--- src/rtq_defs.svh ---
/*
 * Register offsets, field positions, reset values and encodings for the replay
 * tagging and event qualification block.
 * Assumes a 32-bit Avalon-MM slave with a 6-bit byte address, word aligned.
 */
`ifndef RTQ_DEFS_SVH
`define RTQ_DEFS_SVH

// ------------------------------------------------------------------
// register byte offsets
// ------------------------------------------------------------------
`define RTQ_OFF_PSE      6'h00
`define RTQ_OFF_VERT     6'h04
`define RTQ_OFF_ESEL     6'h08
`define RTQ_OFF_AUX0     6'h0C
`define RTQ_OFF_AUX1     6'h10
`define RTQ_OFF_COUNT    6'h14
`define RTQ_OFF_CTRL     6'h18
`define RTQ_OFF_CLASS    6'h1C
`define RTQ_OFF_QSEL     6'h20

// ------------------------------------------------------------------
// precise-sample enable fields
// ------------------------------------------------------------------
`define RTQ_PSE_L1       0
`define RTQ_PSE_L2       1
`define RTQ_PSE_DTLB     2
`define RTQ_PSE_FWD      9
`define RTQ_PSE_SPLIT    10
`define RTQ_PSE_BR0      15
`define RTQ_PSE_BR1      16
`define RTQ_PSE_EN0      24
`define RTQ_PSE_EN1      25

// ------------------------------------------------------------------
// vertical matrix fields
// ------------------------------------------------------------------
`define RTQ_VERT_LOAD    0
`define RTQ_VERT_STORE   1
`define RTQ_VERT_BRANCH  4

// ------------------------------------------------------------------
// event select fields: select in [31:25], mask in [24:9]
// ------------------------------------------------------------------
`define RTQ_SEL_HI       31
`define RTQ_SEL_LO       25
`define RTQ_MASK_HI      24
`define RTQ_MASK_LO      9
`define RTQ_MASK_NONSPEC 0
`define RTQ_MASK_BOGUS   1
`define RTQ_MASK_PARTIAL 4
`define RTQ_MASK_UNALGN  5
`define RTQ_MASK_SPLIT   1
`define RTQ_EVSEL_REPLAY 7'h09
`define RTQ_EVSEL_MOBLD  7'h03
`define RTQ_EVSEL_LDPORT 7'h04
`define RTQ_EVSEL_STPORT 7'h05

`define RTQ_RESET_WORD   32'h0000_0000
`define RTQ_CTRL_RUN     0
`define RTQ_CTRL_CLEAR   1

`endif

--- src/rtq_pkg.sv ---
/*
 * Types shared by the replay tagging block.
 * Assumes rtq_defs.svh for the numeric constants.
 */
package rtq_pkg;

    // ------------------------------------------------------------------
    // qualification class of one event-mask bit
    // ------------------------------------------------------------------
    typedef enum logic [0:0] {
        RTQ_CLASS_THREAD_SPECIFIC = 1'b0,
        RTQ_CLASS_THREAD_INDEPENDENT = 1'b1
    } rtq_class_t;

    // ------------------------------------------------------------------
    // bus slave state
    // ------------------------------------------------------------------
    typedef enum logic [1:0] {
        RTQ_BUS_IDLE = 2'b00,
        RTQ_BUS_RESP = 2'b01
    } rtq_bus_state_t;

    // ------------------------------------------------------------------
    // non-retirement event selections with a qualification table
    // ------------------------------------------------------------------
    typedef enum logic [3:0] {
        RTQ_EV_BPU_FETCH = 4'h0,
        RTQ_EV_BSQ_ALLOC = 4'h1,
        RTQ_EV_BSQ_CACHE = 4'h2,
        RTQ_EV_MEM_CANCEL = 4'h3,
        RTQ_EV_SSE_ASSIST = 4'h4,
        RTQ_EV_SIMD_UOPS = 4'h5,
        RTQ_EV_SIMD_MOVES = 4'h6,
        RTQ_EV_BUS_DATA = 4'h7,
        RTQ_EV_IOQ_ALLOC = 4'h8
    } rtq_event_t;

endpackage : rtq_pkg

--- src/rtq_replay_tag.sv ---
/*
 * Replay tagging and event qualification block: tags retiring micro-ops for
 * replay-based precise metrics, counts tagged non-speculative replays, and
 * reports the qualification class of non-retirement event-mask bits.
 * Assumes an Avalon-MM master on the register port and retirement inputs
 * synchronous to clk; one clock, no interrupts.
 */
// Added by the designer: the register addresses and the Avalon-MM slave port.
// Notes on behaviour
// io, uncacheable, locked, return and far-transfer micro-ops are never tagged.
// second-level load misses count only when the fast detection path flagged them.
// forwarding replays count only when load data is not an aligned subset of a store.
// tagged metrics count through the replay event with the non-speculative mask only.
// each non-retirement mask bit has a fixed thread-specific or thread-independent class.
// software sets enable and vertical bits, then auxiliary selections, before running.
`timescale 1ns/1ps
`include "rtq_defs.svh"

module rtq_replay_tag
(
    input wire logic clk,
    input wire logic reset_n,
    input wire logic [5:0] avs_address,
    input wire logic avs_read,
    input wire logic avs_write,
    input wire logic [31:0] avs_writedata,
    output logic [31:0] avs_readdata,
    output logic avs_waitrequest,
    input wire logic uop_valid,
    input wire logic uop_bogus,
    input wire logic uop_is_load,
    input wire logic uop_is_store,
    input wire logic uop_is_branch,
    input wire logic uop_no_tag,
    input wire logic uop_l1_miss,
    input wire logic uop_l2_fast_miss,
    input wire logic uop_dtlb_miss,
    input wire logic uop_mispred,
    input wire logic uop_fwd_misalign,
    input wire logic uop_split,
    output logic uop_tagged,
    output logic [31:0] tag_count
);

    // ------------------------------------------------------------------
    // registers
    // ------------------------------------------------------------------
    logic [31:0] pse_q;
    logic [31:0] vert_q;
    logic [31:0] esel_q;
    logic [31:0] aux0_q;
    logic [31:0] aux1_q;
    logic [31:0] count_q;
    logic run_q;
    logic [3:0] qsel_q;
    logic [15:0] class_q;
    logic qvalid_q;
    logic tag_q;
    rtq_pkg::rtq_bus_state_t bus_q;
    logic wr_go;
    logic rd_go;
    logic tag_d;
    logic count_en;
    logic [15:0] class_bits;
    logic valid_bits;

    // select field and one mask bit of an event selection word
    function automatic logic evsel_is(input logic [31:0] w, input logic [6:0] sel);
        evsel_is = (w[`RTQ_SEL_HI:`RTQ_SEL_LO] == sel);
    endfunction : evsel_is

    function automatic logic mask_bit(input logic [31:0] w, input int b);
        logic [15:0] m;
        m = w[`RTQ_MASK_HI:`RTQ_MASK_LO];
        mask_bit = m[b];
    endfunction : mask_bit

    // ------------------------------------------------------------------
    // bus slave: one wait cycle on every access, answer in the next
    // ------------------------------------------------------------------
    assign wr_go = avs_write && (bus_q == rtq_pkg::RTQ_BUS_RESP);
    assign rd_go = avs_read && (bus_q == rtq_pkg::RTQ_BUS_RESP);
    assign avs_waitrequest = (avs_read || avs_write) && (bus_q != rtq_pkg::RTQ_BUS_RESP);

    always_ff @(posedge clk or negedge reset_n)
    begin
        if (!reset_n)
            bus_q <= rtq_pkg::RTQ_BUS_IDLE;
        else
        begin
            case (bus_q)
                rtq_pkg::RTQ_BUS_IDLE:
                    if (avs_read || avs_write)
                        bus_q <= rtq_pkg::RTQ_BUS_RESP;
                rtq_pkg::RTQ_BUS_RESP: bus_q <= rtq_pkg::RTQ_BUS_IDLE;
                default: bus_q <= rtq_pkg::RTQ_BUS_IDLE;
            endcase
        end
    end

    // readback is registered while waitrequest is still high
    always_ff @(posedge clk or negedge reset_n)
    begin
        if (!reset_n)
            avs_readdata <= `RTQ_RESET_WORD;
        else if (avs_read && bus_q == rtq_pkg::RTQ_BUS_IDLE)
        begin
            case (avs_address)
                `RTQ_OFF_PSE: avs_readdata <= pse_q;
                `RTQ_OFF_VERT: avs_readdata <= vert_q;
                `RTQ_OFF_ESEL: avs_readdata <= esel_q;
                `RTQ_OFF_AUX0: avs_readdata <= aux0_q;
                `RTQ_OFF_AUX1: avs_readdata <= aux1_q;
                `RTQ_OFF_COUNT: avs_readdata <= count_q;
                `RTQ_OFF_CTRL: avs_readdata <= {31'h0000_0000, run_q};
                `RTQ_OFF_CLASS: avs_readdata <= {15'h0000, qvalid_q, class_q};
                `RTQ_OFF_QSEL: avs_readdata <= {28'h000_0000, qsel_q};
                default: avs_readdata <= `RTQ_RESET_WORD; // unmapped reads zero
            endcase
        end
    end

    // configuration writes; the run bit is what starts counting
    always_ff @(posedge clk or negedge reset_n)
    begin
        if (!reset_n)
        begin
            pse_q <= `RTQ_RESET_WORD;
            vert_q <= `RTQ_RESET_WORD;
            esel_q <= `RTQ_RESET_WORD;
            aux0_q <= `RTQ_RESET_WORD;
            aux1_q <= `RTQ_RESET_WORD;
            run_q <= 1'b0;
            qsel_q <= 4'h0;
        end
        else if (wr_go)
        begin
            case (avs_address)
                `RTQ_OFF_PSE: pse_q <= avs_writedata;
                `RTQ_OFF_VERT: vert_q <= avs_writedata;
                `RTQ_OFF_ESEL: esel_q <= avs_writedata;
                `RTQ_OFF_AUX0: aux0_q <= avs_writedata;
                `RTQ_OFF_AUX1: aux1_q <= avs_writedata;
                `RTQ_OFF_CTRL: run_q <= avs_writedata[`RTQ_CTRL_RUN];
                `RTQ_OFF_QSEL: qsel_q <= avs_writedata[3:0];
                default: ;
            endcase
        end
    end

    // ------------------------------------------------------------------
    // tagging decision for one retiring micro-op
    // ------------------------------------------------------------------
    // enable pair at 24/25 gates everything; each metric also needs its
    // vertical select so loads and stores are told apart
    always_comb
    begin
        logic en;
        logic ld;
        logic st;
        en = 1'b0;
        ld = 1'b0;
        st = 1'b0;
        en = pse_q[`RTQ_PSE_EN0] && pse_q[`RTQ_PSE_EN1];
        ld = uop_is_load && vert_q[`RTQ_VERT_LOAD];
        st = uop_is_store && vert_q[`RTQ_VERT_STORE];
        tag_d = 1'b0;
        if (ld && pse_q[`RTQ_PSE_L1] && uop_l1_miss)
            tag_d = 1'b1;
        if (ld && pse_q[`RTQ_PSE_L2] && uop_l2_fast_miss)
            tag_d = 1'b1;
        if ((ld || st) && pse_q[`RTQ_PSE_DTLB] && uop_dtlb_miss)
            tag_d = 1'b1;
        if (uop_is_branch && vert_q[`RTQ_VERT_BRANCH] && pse_q[`RTQ_PSE_BR0]
            && pse_q[`RTQ_PSE_BR1] && uop_mispred)
            tag_d = 1'b1;
        if (ld && pse_q[`RTQ_PSE_FWD] && uop_fwd_misalign
            && evsel_is(aux0_q, `RTQ_EVSEL_MOBLD)
            && mask_bit(aux0_q, `RTQ_MASK_PARTIAL) && mask_bit(aux0_q, `RTQ_MASK_UNALGN))
            tag_d = 1'b1;
        if (ld && pse_q[`RTQ_PSE_SPLIT] && uop_split
            && evsel_is(aux1_q, `RTQ_EVSEL_LDPORT) && mask_bit(aux1_q, `RTQ_MASK_SPLIT))
            tag_d = 1'b1;
        if (st && pse_q[`RTQ_PSE_SPLIT] && uop_split
            && evsel_is(aux0_q, `RTQ_EVSEL_STPORT) && mask_bit(aux0_q, `RTQ_MASK_SPLIT))
            tag_d = 1'b1;
        tag_d = tag_d && en && uop_valid && !uop_no_tag;
    end

    // counting only through the replay event with the non-bogus mask
    assign count_en = run_q && tag_q && evsel_is(esel_q, `RTQ_EVSEL_REPLAY)
        && mask_bit(esel_q, `RTQ_MASK_NONSPEC);

    // tag and bogus flag staged together so the count sees a matching pair
    logic bogus_q;
    always_ff @(posedge clk or negedge reset_n)
    begin
        if (!reset_n)
        begin
            tag_q <= 1'b0;
            bogus_q <= 1'b0;
        end
        else
        begin
            tag_q <= tag_d;
            bogus_q <= uop_bogus;
        end
    end

    // counter; a clear write loses to nothing but itself, a bogus uop never counts
    always_ff @(posedge clk or negedge reset_n)
    begin
        if (!reset_n)
            count_q <= `RTQ_RESET_WORD;
        else if (wr_go && avs_address == `RTQ_OFF_CTRL && avs_writedata[`RTQ_CTRL_CLEAR])
            count_q <= `RTQ_RESET_WORD;
        else if (count_en && !bogus_q)
            count_q <= count_q + 32'h0000_0001;
    end

    // ------------------------------------------------------------------
    // qualification class lookup, registered for readback
    // ------------------------------------------------------------------
    rtq_qualify u_qualify
    (
        .event_sel(qsel_q),
        .class_bits(class_bits),
        .valid_bits(valid_bits)
    );

    always_ff @(posedge clk or negedge reset_n)
    begin
        if (!reset_n)
        begin
            class_q <= 16'h0000;
            qvalid_q <= 1'b0;
        end
        else
        begin
            class_q <= class_bits;
            qvalid_q <= valid_bits;
        end
    end

    assign uop_tagged = tag_q;
    assign tag_count = count_q;

    // ------------------------------------------------------------------
    // checks
    // ------------------------------------------------------------------
    no_tag_excl_a: assert property (@(posedge clk) disable iff (!reset_n)
        uop_no_tag |=> !uop_tagged) else $error("excluded uop was tagged");
    l2_fast_only_a: assert property (@(posedge clk) disable iff (!reset_n)
        (uop_valid && !uop_l1_miss && !uop_l2_fast_miss && !uop_dtlb_miss && !uop_mispred
         && !uop_fwd_misalign && !uop_split) |=> !uop_tagged)
        else $error("uop tagged without any flagged cause");
    fwd_needs_mask_a: assert property (@(posedge clk) disable iff (!reset_n)
        (uop_fwd_misalign && !uop_l1_miss && !uop_l2_fast_miss && !uop_dtlb_miss
         && !uop_mispred && !uop_split && !mask_bit(aux0_q, `RTQ_MASK_PARTIAL))
         |=> !uop_tagged)
        else $error("forwarding replay tagged without partial mask");
    bogus_no_count_a: assert property (@(posedge clk) disable iff (!reset_n)
        (bogus_q && !wr_go) |=> $stable(count_q)) else $error("bogus uop counted");
    count_step_a: assert property (@(posedge clk) disable iff (!reset_n)
        (count_en && !bogus_q && !wr_go) |=> (count_q == $past(count_q) + 32'h0000_0001))
        else $error("tagged replay not counted");
    class_table_a: assert property (@(posedge clk) disable iff (!reset_n)
        (qsel_q == 4'h6) [*2] |-> (class_q == 16'h0018)) else $error("moves class wrong");
    enable_gate_a: assert property (@(posedge clk) disable iff (!reset_n)
        !(pse_q[`RTQ_PSE_EN0] && pse_q[`RTQ_PSE_EN1]) |=> !uop_tagged)
        else $error("tag without enable pair");
    bus_wait_a: assert property (@(posedge clk) disable iff (!reset_n)
        ($rose(avs_read) && bus_q == rtq_pkg::RTQ_BUS_IDLE) |-> avs_waitrequest ##1 !avs_waitrequest)
        else $error("read answer not in one wait cycle");

    tag_seen_c: cover property (@(posedge clk) disable iff (!reset_n) uop_tagged);
    count_seen_c: cover property (@(posedge clk) disable iff (!reset_n) count_en && !bogus_q);
    write_seen_c: cover property (@(posedge clk) disable iff (!reset_n) wr_go);

endmodule : rtq_replay_tag

--- src/rtq_qualify.sv ---
/*
 * Qualification class table: for a chosen non-retirement event, gives the
 * class of each of its sixteen event-mask bits.
 * Assumes the caller registers the result; purely combinational.
 */
`timescale 1ns/1ps
`include "rtq_defs.svh"

module rtq_qualify
(
    input wire logic [3:0] event_sel,
    output logic [15:0] class_bits,
    output logic valid_bits
);

    // ------------------------------------------------------------------
    // table lookup, bit set = thread-independent, clear = thread-specific
    // ------------------------------------------------------------------
    // unlisted events fall back to thread-specific with valid low
    always_comb
    begin
        class_bits = 16'h0000;
        valid_bits = 1'b1;
        case (rtq_pkg::rtq_event_t'(event_sel))
            rtq_pkg::RTQ_EV_BPU_FETCH: class_bits = 16'h0000;
            rtq_pkg::RTQ_EV_BSQ_ALLOC: class_bits = 16'h0000;
            rtq_pkg::RTQ_EV_BSQ_CACHE: class_bits = 16'h0000;
            rtq_pkg::RTQ_EV_MEM_CANCEL: class_bits = 16'h0000;
            rtq_pkg::RTQ_EV_SSE_ASSIST: class_bits = 16'h8000;
            rtq_pkg::RTQ_EV_SIMD_UOPS: class_bits = 16'h8000;
            rtq_pkg::RTQ_EV_SIMD_MOVES: class_bits = 16'h0018;
            rtq_pkg::RTQ_EV_BUS_DATA: class_bits = 16'h003F;
            rtq_pkg::RTQ_EV_IOQ_ALLOC: class_bits = 16'h0000;
            default: valid_bits = 1'b0;
        endcase
    end

endmodule : rtq_qualify

--- config.mk ---
export PLATFORM = sky130hd
export DESIGN_NAME = rtq_replay_tag
export DESIGN_NICKNAME = d
export VERILOG_FILES = /design/src/rtq_pkg.sv /design/src/rtq_replay_tag.sv /design/src/rtq_qualify.sv
export VERILOG_INCLUDE_DIRS = /design/src
export SDC_FILE = /design/constraint.sdc
export NUM_CORES = 1
export LEC_CHECK = 0
export CORE_ASPECT_RATIO = 1.1
export CORE_MARGIN = 10
export CORE_UTILIZATION = 25
export CTS_CLUSTER_DIAMETER = 40
export DETAILED_ROUTE_END_ITERATION = 8
export DONT_BUFFER_PORTS = 1
export SYNTH_ARGS = -nofsm -noshare
export SYNTH_HDL_FRONTEND = slang
export SYNTH_SLANG_ARGS = --single-unit
--- constraint.sdc ---
create_clock -name clk -period 4.08 [get_ports clk]
set_clock_uncertainty 0.05 [all_clocks]
set_input_delay 0.816 -clock clk [delete_from_list [all_inputs] [get_ports clk]]
set_output_delay 0.816 -clock clk [all_outputs]
set_load 0.05 [all_outputs]
==> reports/qor.csv, run 1 <==
metric;value;unit
critPathSlowestCell;or4_1;
holdWs;-0.0658;ns
grt.total_usage;13.0;%
grt_pass1_vias;7758;
die_h;240;um
drt_iter0_drc;595;
relSlewSlack;34.2;%
core_area;43400;um^2
synth_area;11000;um^2
grt_first_pass_wirelength;51900;um
fmax;0.343;GHz
power_density;459;nW/um^2
cpMostUsedCell;or4_1;
p_total;5.80;mW
finalCritPeriodShare;71.4;%
route.detailed.drc;0;
reg2regPathDepth;4;
synth_edf_count;0;
violations;hold timing;
root_buffer;clkbuf_16;
synth_ff_type;dfrtp_1;
antenna_left;0;
portBuffers;0;
rrSetupSlack;1.17;ns
cp.required;4.50;ns
max_stage_delay;0.88;ns
min_path_type;in2async;
cts.sinks;236;
gp_congestion;0.796;
final.setup.worst_slack;1.17;ns
numCtsBuffers;31;
num_vias;7697;
drv_slew;0;
leakage;5.54;nW
syn_nets;947;
post-route-min-period;2.91;ns
drt-total-wl;35200;um
crit_start;tag_count[5];
postCtsSetupBuffers;0;
rr_startpoint;tag_count[5];
cp_cell_sequence;nand4_1, or4_1, or4_1, a21oi_1;
setup_viol;0;
path_max_fanout;19;
r2r-end;tag_count[24];
status;complete, but fails checks;
finalHoldViolations;51;
initial_utilization;25.4;%
ys_seq_area_share;53.6;%
grt_max_degree;237;
arrival;3.33;ns
crit_buf_inv;0;
syn_inst;892;
syn_to_final_growth;14.8;%
post_cts_resized;0;
cts_tree;built;
clk_latency;0.56;ns
ys_warn_count;0;
dr.pass1.iters;5;
final_cell_mix;dfrtp_1 (236), mux2_2 (188), nand3_1 (63), nand2_1 (36), a21oi_1 (34);
clock_tree.buffer_depth;3;
final_common_cell;dfrtp_1;
pre_cts_ws;1.15;ns
antenna_found_initial;2;
clk_pin_slew;0.06;ns
syn-mean-instance-area;12.3;um^2
path_delay_family;simple AND/OR/NAND/NOR gates;
criticalPathCategory;reg2reg;
die-area;52900;um^2
max-cap-violations;0;
worstMarginPinSlew;0.984;ns
viasPerCell;5.20;
synthTopCellsByArea;dfrtp_1 (54%), mux2_2 (19%), nand3_1 (2.9%);
postSynth.asyncResetShare;100;%
synth_top_cell_area_share;53.6;%
nNetsFinal;937;
die_w;220;um
utilization;29.1;%
grt_overflow;0;
htree_levels;1;
rsz0062_at_grt;no;
setup.worst_path.start_class;flip-flop;
ys_types;50;
num_rows;80;
setup-tns-final;0;ns
io-pin-count;120;
irDropWorstVdd;0.304;mV
wl_per_cell;23.8;um
drive_above_1_share;31.0;%
end_kind;flip-flop;
place_hpwl;24800;um
synth_top_area_cell;dfrtp_1;
synth-seq-cells;236;
[synthesized netlist by cell type, types with 5 or more instances]
| cell | number |
|---|---|
| a31oi_1 | 11 |
| nand2b_1 | 5 |
| a222oi_1 | 10 |
| and3_1 | 5 |
| nand4_1 | 28 |
| or4_1 | 19 |
| mux4_2 | 10 |
| buf_2 | 15 |
| mux2i_1 | 13 |
| nor2_1 | 19 |
| clkbuf_1 | 43 |
| mux2_2 | 188 |
| nor4_1 | 13 |
| a21oi_1 | 34 |
| a22oi_1 | 5 |
| o21ai_0 | 22 |
| inv_1 | 5 |
| dfrtp_1 | 236 |
| a221oi_1 | 7 |
| a22o_1 | 14 |
| or3_1 | 12 |
| a32oi_1 | 7 |
| o31ai_1 | 17 |
| and2_1 | 8 |
| nand3_1 | 64 |
| nand2_1 | 36 |
[worst reg2reg max path: stages (launching register included)]
cell,delay [ns]
dfrtp_1,0.80
nand4_1,0.33
or4_1,0.88
or4_1,0.57
a21oi_1,0.18
[layout make-up]
class,count,area [um^2]
diodes,1,2.50
clock buffers,43,841
clock inverters,12,138
fillers,4473,30800
inverters,5,18.8
multi-input cells,589,4870
flip-flops and latches,236,5910
well taps,574,718
repair buffers,19,143
[logic make-up (layout without fill, tap and decap cells)]
kind of cell / count (synthesis) / in the layout / synth area share [%]
and+or+nand+nor: 238 / 238 / 12.5
muxes: 214 / 214 / 22.8
buffers and inverters: 67 / 79 / 2.52
adders and majority gates: 1 / 1 / 0.114
DFF: 236 / 236 / 53.6
other: 0 / 1 / 0
AOI/OAI and AO/OA: 132 / 132 / 8.19
xor gates and xnor gates: 4 / 4 / 0.318
[where the power goes]
group / total (mW) / leakage (nW) / internal, mW / switching [mW]
Clock: 2.60 / 0.459 / 1.56 / 1.03
Sequential: 2.76 / 3.10 / 2.50 / 0.255
Combinational: 0.442 / 1.98 / 0.224 / 0.219
Total: 5.80 / 5.54 / 4.29 / 1.51
[sequential cells by signal, summed over array words and instances, names as in the netlist]
register and cells:
qsel_q 4, run_q 1, aux1_q 32, tag_count 32
pse_q 32, vert_q 32, qvalid_q 1, aux0_q 32
uop_tagged 1, class_q 3, bus_q 1, bogus_q 1
avs_readdata 32, esel_q 32
[routing by layer]
layer	wire length [um]	GRT usage (%)	part of all wire [%]
met3	4160	5.74	12
met4	1000	4.26	2.8
met1	13900	15.8	39
met5	13	0	0.037
met2	16200	20.3	46
[worst max-delay path by stage]
stage                    endpoint  cells past startpoint
finish              tag_count[24]                      4
global placement    tag_count[26]                      4
floorplan              aux1_q[10]                      6
detailed placement  tag_count[25]                      4
global route        tag_count[25]                      4
CTS                 tag_count[26]                      4
[through the flow]
stage	cells	cell area, um^2
global placement	1423	11700
CTS	1478	12600
detailed placement	1423	11700
finish	1479	12600
global route	1479	12600
floorplan	892	11000
Power figures use the tool's default switching activity.
==> inputs of run 2 (changes only) <==
==> constraint.sdc (replaced) <==
create_clock -name clk -period 2.7 [get_ports clk]
set_clock_uncertainty 0.05 [all_clocks]
set_input_delay 0.54 -clock clk [delete_from_list [all_inputs] [get_ports clk]]
set_output_delay 0.54 -clock clk [all_outputs]
set_load 0.05 [all_outputs]
==> reports/qor.csv, run 2 (same netlist as run 1, synthesis figures left out) <==
metric;value;unit
utilization;29.8;%
dr.pass1.iters;5;
grt_overflow;0;
clock_tree.buffer_depth;3;
relSlewSlack;51.0;%
place_hpwl;25400;um
post-route-min-period;2.32;ns
leakage;5.74;nW
cp.required;3.11;ns
arrival;2.74;ns
critPathSlowestCell;or4_4;
io-pin-count;120;
post_cts_resized;0;
postCtsSetupBuffers;0;
route.detailed.drc;0;
initial_utilization;25.4;%
cts_hold_buf;1;
grt_use_met3;5.52;%
holdWs;-0.348;ns
grt.total_usage;13.2;%
power_density;680;nW/um^2
clk_latency;0.55;ns
criticalPathCategory;reg2reg;
cpMostUsedCell;or4_4;
setup-tns-final;0;ns
core_area;43400;um^2
drive_above_1_share;34.4;%
grtUsageMet1;16.0;%
die-area;52900;um^2
min_path_type;in2async;
max_stage_delay;0.63;ns
final_cell_mix;dfrtp_1 (236), mux2_2 (188), nand3_1 (63), buf_4 (60), nand2_1 (36);
irDropWorstVdd;0.379;mV
end_kind;flip-flop;
die_h;240;um
root_buffer;clkbuf_16;
path_delay_family;simple AND/OR/NAND/NOR gates;
fmax;0.431;GHz
cp_cell_sequence;or4_4, or4_4, or4_1, a21oi_1;
drt-total-wl;35500;um
viasPerCell;5.18;
grt_first_pass_wirelength;52400;um
final_common_cell;dfrtp_1;
gp_congestion;0.810;
antenna_left;0;
antenna_found_initial;1;
clk_pin_slew;0.06;ns
rsz0062_at_grt;no;
insertedDiodeCount;0;
cts.sinks;236;
worstMarginPinSlew;0.735;ns
status;complete, but fails checks;
grt_max_degree;237;
num_rows;80;
grt_pass1_vias;7894;
path_max_fanout;15;
max-cap-violations;0;
htree_levels;1;
setup_viol;0;
violations;hold timing;
setup.worst_path.start_class;flip-flop;
finalHoldViolations;236;
nNetsFinal;976;
finalCritPeriodShare;86.0;%
drv_slew;0;
syn_to_final_growth;17.6;%
drt_iter0_drc;691;
numCtsBuffers;28;
wl_per_cell;23.4;um
cts_tree;built;
grt.busiest_layer;met2;
gr-usage-met2;21.1;%
die_w;220;um
num_vias;7862;
crit_buf_inv;0;
portBuffers;0;
run 2: where the power goes:
group	leakage (nW)	internal [mW]	total, mW	switching (mW)
combinational	2.16	0.389	0.923	0.535
clock	0.473	2.36	3.89	1.54
sequential	3.10	3.79	3.99	0.202
total	5.74	6.53	8.81	2.27
run 2: final timing paths:
check,start,to,slack (ns),cells past startpoint
max in group asynchronous,reset_n,pse_q[11],2.55,0
worst min register to register,esel_q[0],esel_q[0],0.44,1
worst max-delay path,esel_q[30],tag_count[13],0.38,4
min in group clk,avs_writedata[28],vert_q[28],0.07,1
worst min-delay path,reset_n,avs_readdata[20],-0.35,0
worst max register to register,esel_q[30],tag_count[13],0.38,4
run 2: stage by stage:
step / setup slack, ns / hold slack, ns / area [um^2] / std cells / power (mW)
after floorplan: 0.294 / 0.194 / 11000 / 892 / 4.70
after global placement: 0.414 / 0.216 / 12000 / 1464 / 4.94
after detailed placement: 0.399 / 0.215 / 12000 / 1464 / 4.97
after CTS: 0.378 / -0.376 / 12900 / 1517 / 8.89
after global routing: 0.298 / -0.371 / 12900 / 1517 / 9.14
final: 0.378 / -0.348 / 12900 / 1517 / 8.81
run 2: metal layers:
| layer | share of wire, % | wire length [um] |
|---|---|---|
| met5 | 0.020 | 7 |
| met4 | 1.5 | 525 |
| met3 | 11 | 3930 |
| met2 | 47 | 16700 |
| met1 | 40 | 14300 |
run 2: worst reg2reg max path, delay by kind of cell (launching register included):
| kind | cells | cell delay, ns |
|---|---|---|
| flip-flops | 1 | 0.41 |
| AO/OA/AOI/OAI | 1 | 0.15 |
| AND/OR/NAND/NOR | 3 | 1.63 |
run 2: area by class of cell:
| class | count | area, um^2 |
|---|---|---|
| clock buffers | 37 | 785 |
| multi-input cells | 589 | 4870 |
| flip-flops and latches | 236 | 5910 |
| clock inverters | 15 | 193 |
| fillers | 4418 | 30500 |
| inverters | 5 | 18.8 |
| well taps | 574 | 718 |
| repair buffers | 61 | 460 |
==> inputs of run 3 (changes only) <==
--- a/config.mk
+++ b/config.mk
@@ -8,10 +8,12 @@
 export LEC_CHECK = 0
 export CORE_ASPECT_RATIO = 1.1
 export CORE_MARGIN = 10
-export CORE_UTILIZATION = 25
+export CORE_UTILIZATION = 60
 export CTS_CLUSTER_DIAMETER = 40
 export DETAILED_ROUTE_END_ITERATION = 8
 export DONT_BUFFER_PORTS = 1
+export PLACE_DENSITY = 0.76
+export RECOVER_POWER = 50
 export SYNTH_ARGS = -nofsm -noshare
 export SYNTH_HDL_FRONTEND = slang
 export SYNTH_SLANG_ARGS = --single-unit
==> reports/qor.csv, run 3 (same netlist as run 1, synthesis figures left out) <==
metric;value;unit
clk_pin_slew;0.06;ns
die-area;24200;um^2
max_stage_delay;0.63;ns
drive_above_1_share;33.4;%
cp_cell_sequence;or4_4, or4_4, or4_1, a21oi_1;
route.detailed.drc;0;
fmax;0.421;GHz
max-cap-violations;0;
portBuffers;0;
leakage;5.67;nW
grt_first_pass_wirelength;48900;um
die_w;149;um
dr.pass1.iters;5;
end_kind;flip-flop;
viasPerCell;6.92;
drt_iter0_drc;728;
cpMostUsedCell;or4_4;
postCtsSetupBuffers;0;
finalHoldViolations;236;
io-pin-count;120;
path_max_fanout;15;
post-route-min-period;2.37;ns
cts.sinks;236;
fill_cells;1244;
gp_congestion;0.896;
setup_viol;0;
power_frac_comb;10.6;%
clock_tree.buffer_depth;3;
antenna_left;0;
stdcell_area;12400;um^2
rsz0062_at_grt;no;
root_buffer;clkbuf_16;
min_path_type;in2async;
cp.required;3.10;ns
grt_overflow;0;
violations;hold timing;
power_frac_clock;42.8;%
seqPwrFrac;46.6;%
setup-tns-final;0;ns
critPathSlowestCell;or4_4;
num_rows;51;
antenna_found_initial;1;
wl_per_cell;26.6;um
post_cts_resized;0;
placed_area;11500;um^2
drt-total-wl;31300;um
irDropWorstVdd;0.479;mV
worstMarginPinSlew;0.920;ns
crit_buf_inv;0;
p_switching;2.23;mW
final_cell_mix;dfrtp_1 (236), mux2_2 (188), nand3_1 (63), buf_4 (50), nand2_1 (36);
drv_slew;0;
status;complete, but fails checks;
clk_latency;0.55;ns
arrival;2.77;ns
criticalPathCategory;reg2reg;
rr_startpoint;esel_q[30];
final_common_cell;dfrtp_1;
grt_max_degree;237;
p_int;6.37;mW
numCtsBuffers;29;
relSlewSlack;38.6;%
die_h;162;um
syn_to_final_growth;12.8;%
crit_start;esel_q[30];
holdWs;-0.345;ns
htree_levels;1;
nNetsFinal;973;
switching_share;25.9;%
num_vias;8149;
setup.worst_path.start_class;flip-flop;
path_delay_family;simple AND/OR/NAND/NOR gates;
grt_pass1_vias;8510;
cts_hold_buf;1;
core_area;17900;um^2
grt.total_usage;25.6;%
p_total;8.60;mW
finalCritPeriodShare;87.9;%
cts_tree;built;
power_density;692;nW/um^2
place_hpwl;21100;um
initial_utilization;61.6;%
[run 3: layer usage]
metal  share of wire [%]  track usage (%)
met5               0.026                0
met4                 2.7             8.62
met2                  49             42.2
met1                  37             31.1
met3                  12             8.23
[run 3: power by group through the flow]
| stage | combinational [mW] | clock, mW | sequential (mW) |
|---|---|---|---|
| 2_1_floorplan | 0.571 | 0 | 4.13 |
| 3_3_place_gp | 0.858 | 0 | 4.04 |
| 3_5_place_dp | 0.889 | 0 | 4.06 |
| 4_1_cts | 0.901 | 3.71 | 4.00 |
| 5_1_grt | 0.976 | 3.89 | 4.03 |
| 6_report | 0.909 | 3.68 | 4.01 |
[run 3: layout make-up]
| cell class | instances | area (um^2) | area share [%] |
|---|---|---|---|
| well taps | 238 | 298 | 2.40 |
| clock buffers | 35 | 758 | 6.10 |
| diodes | 1 | 2.50 | 0.0201 |
| multi-input cells | 589 | 4850 | 39.0 |
| flip-flops and latches | 236 | 5910 | 47.5 |
| clock inverters | 17 | 159 | 1.28 |
| repair buffers | 57 | 440 | 3.54 |
| inverters | 5 | 18.8 | 0.151 |
[run 3: worst paths after layout]
check / slack (ns) / end / cells past startpoint
hold / removal: -0.34 / avs_readdata[18] / 0
hold reg to reg: 0.45 / aux0_q[8] / 1
max in group asynchronous: 2.53 / aux0_q[17] / 0
setup reg to reg: 0.33 / tag_count[15] / 4
min in group clk: 0.08 / esel_q[1] / 1
setup / recovery: 0.33 / tag_count[15] / 4
[run 3: metrics by stage]
step,setup WS [ns],util [%],cells
finish,0.325,69.6,1178
global route,0.144,69.5,1177
CTS,0.347,69.6,1177
detailed placement,0.364,64.4,1124
global placement,0.421,64.4,1124
floorplan,0.294,-,892
[run 3: worst reg2reg max path, cell delays in order, from the launching register on]
cell     delay [ns]
dfrtp_1        0.41
or4_4          0.58
or4_4          0.63
or4_1          0.44
a21oi_1        0.19
